**config.mk**
```make
export PLATFORM = sky130hd
export DESIGN_NAME = sar_adc_serial_readout
export DESIGN_NICKNAME = d
export VERILOG_FILES = /design/src/hw/sar_readout_pkg.sv /design/src/hw/sar_fifo.sv /design/src/hw/sar_adc_serial_readout.sv
export SDC_FILE = /design/constraint.sdc
export NUM_CORES = 1
export LEC_CHECK = 0
export CORE_MARGIN = 5
export CORE_UTILIZATION = 51
export DETAILED_ROUTE_END_ITERATION = 12
export DONT_BUFFER_PORTS = 1
export PLACE_DENSITY = 0.66
export RECOVER_POWER = 50
export SYNTH_ARGS = -nofsm -noshare
export SYNTH_HDL_FRONTEND = slang
export SYNTH_HIERARCHICAL = 1
export SYNTH_SLANG_ARGS = --single-unit
export TNS_END_PERCENT = 10
```
**constraint.sdc**
```tcl
create_clock -name core_clk -period 5.77 [get_ports core_clk]
set_input_delay 0.8655 -clock core_clk [delete_from_list [all_inputs] [get_ports core_clk]]
set_output_delay 0.8655 -clock core_clk [all_outputs]
set_load 0.01 [all_outputs]
```
**src/hw/sar_readout_pkg.sv**
```systemverilog
/*
 package for the converter sequencing and serial readout block.
 assumes one 100 mhz core clock; link pins are sampled, not clocked on.
*/
package sar_readout_pkg;
   localparam int          RESULT_W        = 16;
   localparam int          CLK_RATE_HZ     = 100_000_000;
   // sample phase, counted in link clock periods (4.5 to 5.0 allowed)
   localparam int          SAMPLE_FALLS    = 5;
   localparam int          CONV_FALLS      = RESULT_W;
   localparam int          MIN_FRAME_CLKS  = 22;
   localparam int          LINK_MIN_HZ     = 24_000;
   localparam int          LINK_MAX_HZ     = 6_000_000;
   localparam int          LINK_MAX_CYCLES = CLK_RATE_HZ / LINK_MIN_HZ;
   localparam int          LINK_MIN_CYCLES = CLK_RATE_HZ / LINK_MAX_HZ;
   localparam int          FIFO_DEPTH      = 8;
   localparam int          TRIM_W          = 8;
   localparam logic [7:0]  TRIM_RESET      = 8'h00;
   localparam logic [4:0]  CNT_RESET       = 5'h00;

   typedef enum logic [2:0] {
      ST_IDLE   = 3'b000,
      ST_SAMPLE = 3'b001,
      ST_TRIM   = 3'b011,
      ST_MSB    = 3'b010,
      ST_LSB    = 3'b110,
      ST_ZERO   = 3'b111
   } phase_t;

   typedef struct packed {
      logic dout;
      logic dout_oe;
   } link_out_t;

   typedef struct packed {
      logic [RESULT_W-1:0] code;
   } sample_word_t;
endpackage

```
**src/hw/sar_fifo.sv**
```systemverilog
/*
 small synchronous fifo with valid/ready on both sides.
 assumes one clock and an asynchronous active high reset.
*/
`timescale 1ns/10ps
module sar_fifo #(
   parameter int WIDTH = 16,
   parameter int DEPTH = 8
) (
   input  wire logic             core_clk,
   input  wire logic             rst,
   input  wire logic [WIDTH-1:0] in_data,
   input  wire logic             in_valid,
   output logic                  in_ready,
   output logic      [WIDTH-1:0] out_data,
   output logic                  out_valid,
   input  wire logic             out_ready
);
   localparam int AW = $clog2(DEPTH);
   typedef struct packed {
      logic [AW:0] wr;
      logic [AW:0] rd;
   } fifo_state_t;

   logic [WIDTH-1:0] mem [DEPTH];
   fifo_state_t      st_reg;
   fifo_state_t      st_next;
   logic             push;
   logic             pop;

   assign in_ready  = (st_reg.wr - st_reg.rd) != (AW+1)'(DEPTH);
   assign out_valid = st_reg.wr != st_reg.rd;
   assign out_data  = mem[st_reg.rd[AW-1:0]];
   assign push      = in_valid && in_ready;
   assign pop       = out_valid && out_ready;

   always_comb begin
      st_next = st_reg;
      if (push) begin
         st_next.wr = st_reg.wr + 1'b1;
      end
      if (pop) begin
         st_next.rd = st_reg.rd + 1'b1;
      end
   end

   always_ff @(posedge core_clk) begin
      if (push) begin
         mem[st_reg.wr[AW-1:0]] <= in_data;
      end
   end

   always_ff @(posedge core_clk or posedge rst) begin
      if (rst) begin
         st_reg <= '0;
      end else begin
         st_reg <= st_next;
      end
   end
endmodule

```
**src/hw/sar_adc_serial_readout.sv**
```systemverilog
/*
 conversion sequencing and serial readout of a 16-bit sar converter.
 assumes the host drives select_shutdown_n and conversion_shift_clock as
 slow pins; both are synchronised into core_clk and falling clock edges are detected.
 the converter core hands results through an 8-word fifo.
*/
// Function
// - sample phase lasts 4.5 to 5 clocks
// - result shifts out msb first
// - output bits belong to current conversion; code sends the fifo head taken at the end of sampling, or zeros if empty
// - then same result again, lsb first
// - afterwards zeros while still selected
// - reload trim after sampling, before approximation
// - low select converts, high select shuts down
// - output bit changes on falling edge
`timescale 1ns/10ps
module sar_adc_serial_readout #(
   parameter int RESULT_W = sar_readout_pkg::RESULT_W,
   parameter int DEPTH    = sar_readout_pkg::FIFO_DEPTH,
   parameter int TRIM_W   = sar_readout_pkg::TRIM_W
) (
   input  wire logic                core_clk,
   input  wire logic                rst,
   input  wire logic                select_shutdown_n,
   input  wire logic                conversion_shift_clock,
   output logic                     serial_dout,
   output logic                     serial_dout_oe,
   output logic                     sample_hold,
   output logic                     shutdown,
   input  wire logic [RESULT_W-1:0] conv_code,
   input  wire logic                conv_valid,
   output logic                     conv_ready,
   input  wire logic [TRIM_W-1:0]   trim_stored,
   output logic      [TRIM_W-1:0]   trim_active
);
   typedef struct packed {
      logic [1:0]                 sel_sync;
      logic [1:0]                 clk_sync;
      logic                       clk_last;
      sar_readout_pkg::phase_t    phase;
      logic [4:0]                 cnt;
      logic [RESULT_W-1:0]        shreg;
      logic                       dout;
      logic                       dout_oe;
      logic [TRIM_W-1:0]          trim;
      logic                       got_word;
   } state_t;

   state_t                  s_reg;
   state_t                  s_next;
   logic                    sel_low;
   logic                    fall;
   logic [RESULT_W-1:0]     word_data;
   logic                    word_valid;
   logic                    word_take;

   // result words cross from the converter core through the buffer
   sar_fifo #(
      .WIDTH (RESULT_W),
      .DEPTH (DEPTH)
   ) u_fifo (
      .core_clk  (core_clk),
      .rst       (rst),
      .in_data   (conv_code),
      .in_valid  (conv_valid),
      .in_ready  (conv_ready),
      .out_data  (word_data),
      .out_valid (word_valid),
      .out_ready (word_take)
   );

   assign sel_low = !s_reg.sel_sync[1];
   assign fall    = s_reg.clk_last && !s_reg.clk_sync[1];
   // stale words are dropped while shut down so no old sample leaks out
   assign word_take = (s_reg.phase == sar_readout_pkg::ST_TRIM && fall && word_valid)
                    || !sel_low;

   always_comb begin
      s_next          = s_reg;
      s_next.sel_sync = {s_reg.sel_sync[0], select_shutdown_n};
      s_next.clk_sync = {s_reg.clk_sync[0], conversion_shift_clock};
      s_next.clk_last = s_reg.clk_sync[1];
      if (!sel_low) begin
         // deselect ends any frame at once
         s_next.phase   = sar_readout_pkg::ST_IDLE;
         s_next.dout_oe = 1'b0;
         s_next.dout    = 1'b0;
         s_next.cnt     = sar_readout_pkg::CNT_RESET;
      end else if (fall) begin
         s_next.dout_oe = 1'b1;
         case (s_reg.phase)
            sar_readout_pkg::ST_IDLE: begin
               s_next.phase = sar_readout_pkg::ST_SAMPLE;
               s_next.cnt   = 5'h01;
               s_next.dout  = 1'b0;
            end
            sar_readout_pkg::ST_SAMPLE: begin
               if (s_reg.cnt == 5'(sar_readout_pkg::SAMPLE_FALLS - 1)) begin
                  s_next.phase = sar_readout_pkg::ST_TRIM;
               end
               s_next.cnt = s_reg.cnt + 5'h01;
            end
            sar_readout_pkg::ST_TRIM: begin
               s_next.trim     = trim_stored;
               s_next.phase    = sar_readout_pkg::ST_MSB;
               s_next.shreg    = word_valid ? word_data : '0;
               s_next.got_word = word_valid;
               s_next.dout     = word_valid ? word_data[RESULT_W-1] : 1'b0;
               s_next.cnt      = 5'h01;
            end
            sar_readout_pkg::ST_MSB: begin
               if (s_reg.cnt == 5'(RESULT_W)) begin
                  // lsb already on the pin; repeat starts at bit 1, one above it
                  s_next.phase = sar_readout_pkg::ST_LSB;
                  s_next.dout  = s_reg.shreg[1];
                  s_next.cnt   = 5'h02;
               end else begin
                  s_next.dout = s_reg.shreg[RESULT_W-1-32'(s_reg.cnt)];
                  s_next.cnt  = s_reg.cnt + 5'h01;
               end
            end
            sar_readout_pkg::ST_LSB: begin
               if (s_reg.cnt == 5'(RESULT_W)) begin
                  s_next.phase = sar_readout_pkg::ST_ZERO;
                  s_next.dout  = 1'b0;
               end else begin
                  s_next.dout = s_reg.shreg[s_reg.cnt[3:0]];
                  s_next.cnt  = s_reg.cnt + 5'h01;
               end
            end
            sar_readout_pkg::ST_ZERO: begin
               s_next.dout = 1'b0;
            end
            default: begin
               s_next.phase = sar_readout_pkg::ST_IDLE;
            end
         endcase
      end
   end

   always_ff @(posedge core_clk or posedge rst) begin
      if (rst) begin
         s_reg          <= '0;
         s_reg.sel_sync <= 2'h3;
         // idle levels, so no false edge follows reset
         s_reg.clk_sync <= 2'h3;
         s_reg.clk_last <= 1'b1;
         s_reg.phase    <= sar_readout_pkg::ST_IDLE;
         s_reg.trim     <= sar_readout_pkg::TRIM_RESET;
      end else begin
         s_reg <= s_next;
      end
   end

   assign serial_dout    = s_reg.dout;
   assign serial_dout_oe = s_reg.dout_oe;
   // trim period is the last of five sampling periods; deselect ends it at once
   assign sample_hold    = sel_low && (s_reg.phase == sar_readout_pkg::ST_SAMPLE
                                       || s_reg.phase == sar_readout_pkg::ST_TRIM);
   assign shutdown       = !sel_low;
   assign trim_active    = s_reg.trim;
endmodule

```
After elaboration in Yosys (flattened, before gate mapping). Memory sizes are Yosys's and may differ from the RTL's. Cells that the tools add are included.

Magnitude comparators: 2. Reduce and logical (&&, ||, !) cells: 20. Equality and inequality tests: 14. Muxes and demuxes: 23. $add $sub $neg: 5. Bitwise gates (word level): 1.

Operators by type and width (number): $mux W35 (1); $lt A32 B5 Y1 const B (1); $mux W16 (2); $pmux W5 S4 (1); $pmux W3 S6 (1); $ne A3 B3 Y1 const B (4); $mux W5 (2); $reduce_bool A5 Y1 (2); $mux W3 (3); $mux W9 (1); $add A4 B1 Y4 const B (2); $bmux W1 S4 (2); $mux W8 (1); $mux W1 (7); $eq A3 B2 Y1 const B (2); $eq A3 B3 Y1 const B (2); $logic_and A1 B1 Y1 (6); $reduce_and A3 Y1 (2); $sub A4 B5 Y6 const A (1); $add A5 B1 Y5 const B (1); $eq A5 B3 Y1 const B (1); $eq A5 B5 Y1 const B (1); $lt A4 B5 Y1 const B (1); $reduce_and A5 Y1 (1); 14 further kinds (17).

Flip-flop bits (word level): 48. Memories kept: 1. Output and inout port bits: 13. RAM bits: 128. Input bits: 29. Logic and storage cells: 78.

Memories: u_fifo.mem (depth 8, width 16, read ports 1, clocked after Yosys merged registers in 0, write ports 1, RTL line sar_fifo.sv:25) `logic [WIDTH-1:0] mem [DEPTH];`.

Longest topological paths before layout.
Depth after elaboration: 7. Depth in mapped cells: 11. Depth with buffers taken out: 8.

Hierarchy. Netlist, hierarchy kept.

Modules (own cells, without submodules): sar_fifo (cells each 275, instances 1, area each 5366.4 µm²); sar_adc_serial_readout (cells each 220, instances 1, area each 2142.1 µm²).

Least setup slack after synthesis. No wires, ideal clock.

Path type: register to register. From: register u_fifo/st_reg[1] (netlist name). To: memory u_fifo.mem[4][0], enable pin. Setup slack: 1.608 ns. Period minus slack after synthesis: 4.162 ns. Arrival time: 3.725 ns. Stages on the path, launching flop included: 9. Path through: dfrtp_1 > clkbuf_1 > clkbuf_1 > inv_1 > ha_1 > nor2b_1 > o211ai_1 > nand3_4 > nor4b_1.

Longest elaborated chain between the ends: 5.

RTL lines: start: declaration (RTL line sar_fifo.sv:26) `fifo_state_t st_reg;`; start signal: assignment (RTL line sar_fifo.sv:57) `st_reg <= st_next;`; $sub A4 B4 Y4 (RTL line sar_fifo.sv:31) `assign in_ready = (st_reg.wr - st_reg.rd) != (AW+1)'(DEPTH);`; $ne A4 B4 Y1 (RTL line sar_fifo.sv:31); $logic_and A1 B1 Y1 (RTL line sar_fifo.sv:34) `assign push = in_valid && in_ready;`; $mux W1 (RTL line sar_fifo.sv:48) `if (push) begin`; $mux W1 (not written as such) (RTL line sar_fifo.sv:49) `mem[st_reg.wr[AW-1:0]] <= in_data;`; end: declaration (RTL line sar_fifo.sv:25).

No other way between the ends.

Final worst setup path.
From: register u_fifo/st_reg[2] (netlist name). To: output conv_ready.

Longest elaborated chain between the ends: 2.

RTL lines: $sub A4 B4 Y4 (RTL line sar_fifo.sv:31); $ne A4 B4 Y1 (RTL line sar_fifo.sv:31); end: declaration (RTL line sar_adc_serial_readout.sv:32) `output logic conv_ready,`.

No other way between the ends.

==> metrics.cfg <==
[final_layout]
drive_above_1_share_pct = 19.8
final_common_cell = edfxtp_1
largest_register_ffs = 128
mostFrequentLayoutCells = edfxtp_1, nand2_1, dfrtp_1
instances_no_fill = 685
fill_cells = 1088
diodes = 0
final_net_count = 524
areaGrowthSynthToFinish_pct = 9.32
fin_util_pct = 56.7

[synthesis]
syn-instance-count = 495
synth_compound_area_share_pct = 3.08
async_flop_share_pct = 26.9
synth-xor-area-share_pct = 1.37
syn_nets = 531
synth-seq-cells = 175
synth-main-ff-cell = edfxtp_1
ys_seq_area_share_pct = 66.9
yosys.area_share.simple_pct = 11.6
syn_area_um2 = 7510
synthAdderAreaFrac_pct = 1.17
synthMuxAreaShare_pct = 12.6
synth-edff-count = 128
avgSynthCellArea_um2 = 15.2
yosysWarnings = 6
synth_cell_types = 58
synth_top_family_by_area = multiplexers

[critical_path]
crit_start = u_fifo/st_reg[2]
crit_path_end = conv_ready
worst_r2r_path_depth = 6
reg2reg_from = u_fifo/st_reg[2]
crit_path_start_kind = flop
crit_required_ns = 4.90
regToRegSetupSlack_ns = 2.47
crit_type = reg -> out
r2r_end = u_fifo/mem[7][11]
cp.arrival_ns = 2.74
cp-end-kind = output pin
cp_max_fo = 19

[floorplan]
dieHeight_um = 131
num_rows = 44
core_area_um2 = 14500
ios = 42
die-width_um = 131
dieArea_um2 = 17200
start_util_pct = 51.9

[clock_network]
root_buffer = clkbuf_16
cts_buffers = 17
hold_buffers = 0
cts_buffer_depth = 2
clk_pin_slew_ns = 0.06
cts_setup_buffers = 0
htree_levels = 4
cts_resized = 0
cts.sinks = 175
clock_latency_ns = 0.42
cts_tree = yes

[placement]
dp_hpwl_mm = 9.07
dp.cells = 653
gp_congestion = 0.811
post-place-ws_ns = 2.48
io_buffers = 0

[global_route]
grt_pass1_vias = 4235
grtUsageTotal_pct = 17.3
antenna_found_initial = 0
overflow = 0
grt_max_degree = 40
grt_first_pass_wirelength_mm = 23.3

[pwr]
p_seq_share_pct = 44.3
power_frac_comb_pct = 26.2
internal_power_mw = 2.57
power_density_nw_per_um2 = 451
pwr-share-clk_pct = 29.5
p_leak_nw = 3.00
p_sw_share_pct = 30.5
p_sw_mw = 1.13
peakVddDrop_uv = 328
total_power_mw = 3.70

[timing]
fin_tns_setup_ns = 0
finalCritPeriodShare_pct = 62.5
max_freq_mhz = 278
setup_violations = 0
finalHoldViolCount = 0
slew_violations = 40
fin_crit_ns = 3.60
worst_slack_ns = 2.17
max-slew-margin-rel_pct = -39.2
clock_skew_ns = 0.00771
rsz0062_at_grt = no
worst_slew_pin_slew_ns = 2.09

[status]
status = complete, but fails checks
failed_checks = capacitance limit, slew limit

[detailed_routing]
routed_wl_mm = 13.9
firstDrtPassIters = 4
final_antenna_net_count = 0
wire_per_inst_um = 20.3
route.detailed.drc = 0
via_per_inst = 5.76
drt_iter0_markers = 300
routed-via-count = 3949

[worst_hold_path]
hold_class = in -> async

[run]
maxCapViolCount = 1

==> cell type report <==
cell class | count | area, um^2 | share of cell area [%]
tap | 184 | 230 | 2.80
sequential | 175 | 5030 | 61.2
clock buffer | 19 | 433 | 5.27
inverter | 11 | 41.3 | 0.503
multi-input combinational | 273 | 2280 | 27.8
timing repair buffer | 10 | 71.3 | 0.869
clock inverter | 13 | 126 | 1.54
==> cells in the mapped netlist (2+ instances only) <==
master | number | area (um^2)
a211oi_1 | 2 | 15.0
a21o_1 | 2 | 15.0
a21oi_1 | 3 | 15.0
a22o_1 | 2 | 17.5
and3_1 | 3 | 18.8
buf_2 | 11 | 55.1
buf_4 | 9 | 67.6
buf_6 | 3 | 33.8
clkbuf_1 | 13 | 48.8
dfrtp_1 | 42 | 1050
dfstp_2 | 5 | 131
edfxtp_1 | 128 | 3840
ha_1 | 7 | 87.6
inv_1 | 9 | 33.8
mux2i_1 | 3 | 30.0
mux4_1 | 3 | 78.8
mux4_2 | 36 | 811
nand2_1 | 112 | 420
nand2b_1 | 3 | 18.8
nand3_1 | 23 | 115
nand3b_1 | 2 | 15.0
nand4_1 | 3 | 18.8
nor2_1 | 10 | 37.5
nor2b_1 | 4 | 25.0
nor3_1 | 4 | 20.0
nor4_1 | 6 | 37.5
nor4b_1 | 3 | 26.3
o211ai_1 | 3 | 22.5
o21ai_0 | 3 | 15.0
o22ai_1 | 2 | 12.5
or4_4 | 2 | 22.5
xnor2_1 | 7 | 61.3
xor2_1 | 2 | 17.5
==> worst max-delay path, cell delays in order (launching register included) <==
cell and delay, ns:
dfrtp_1 0.70, clkinv_1 0.54, ha_1 0.38, xor3_1 0.21, o41ai_1 0.27, nand3_1 0.21
==> cell families after synthesis <==
kind of cell,count (synthesis)
buffers and inverters,47
adder cells (fa/ha/maj),7
XOR/XNOR,10
flip-flops,175
AO/OA/AOI/OAI,29
multiplexers,44
AND/OR/NAND/NOR,183
==> stage by stage <==
stage | area [um^2] | hold slack, ns
2_1_floorplan | 7510 | 0.345
3_3_place_gp | 7650 | 0.350
3_5_place_dp | 7650 | 0.352
4_1_cts | 8210 | 0.277
5_1_grt | 8210 | 0.289
6_report | 8210 | 0.282
==> how the worst min path moves through the flow <==
stage	startpoint	end	depth (start not counted)
2_1_floorplan	s_next[37]	s_next[35]	0
3_3_place_gp	s_next[37]	s_next[35]	0
3_5_place_dp	s_next[37]	s_next[35]	0
4_1_cts	rst	u_fifo/st_reg[4]	1
5_1_grt	rst	u_fifo/st_reg[3]	1
6_report	rst	u_fifo/st_reg[4]	1
==> power groups by stage <==
stage / sequential, mW / combinational [mW] / clock (mW)
floorplan: 1.61 / 0.769 / 0
global placement: 1.65 / 0.955 / 0
detailed placement: 1.67 / 0.982 / 0
CTS: 1.64 / 0.983 / 1.12
global route: 1.66 / 1.07 / 1.18
finish: 1.64 / 0.968 / 1.09
==> metal layers <==
metal	global-route usage [%]	part of all wire, %
met4	5.03	1.3
met5	0	0
met3	4.89	4.3
met2	28.2	51
met1	22.9	43
Power figures use the tool's default switching activity.
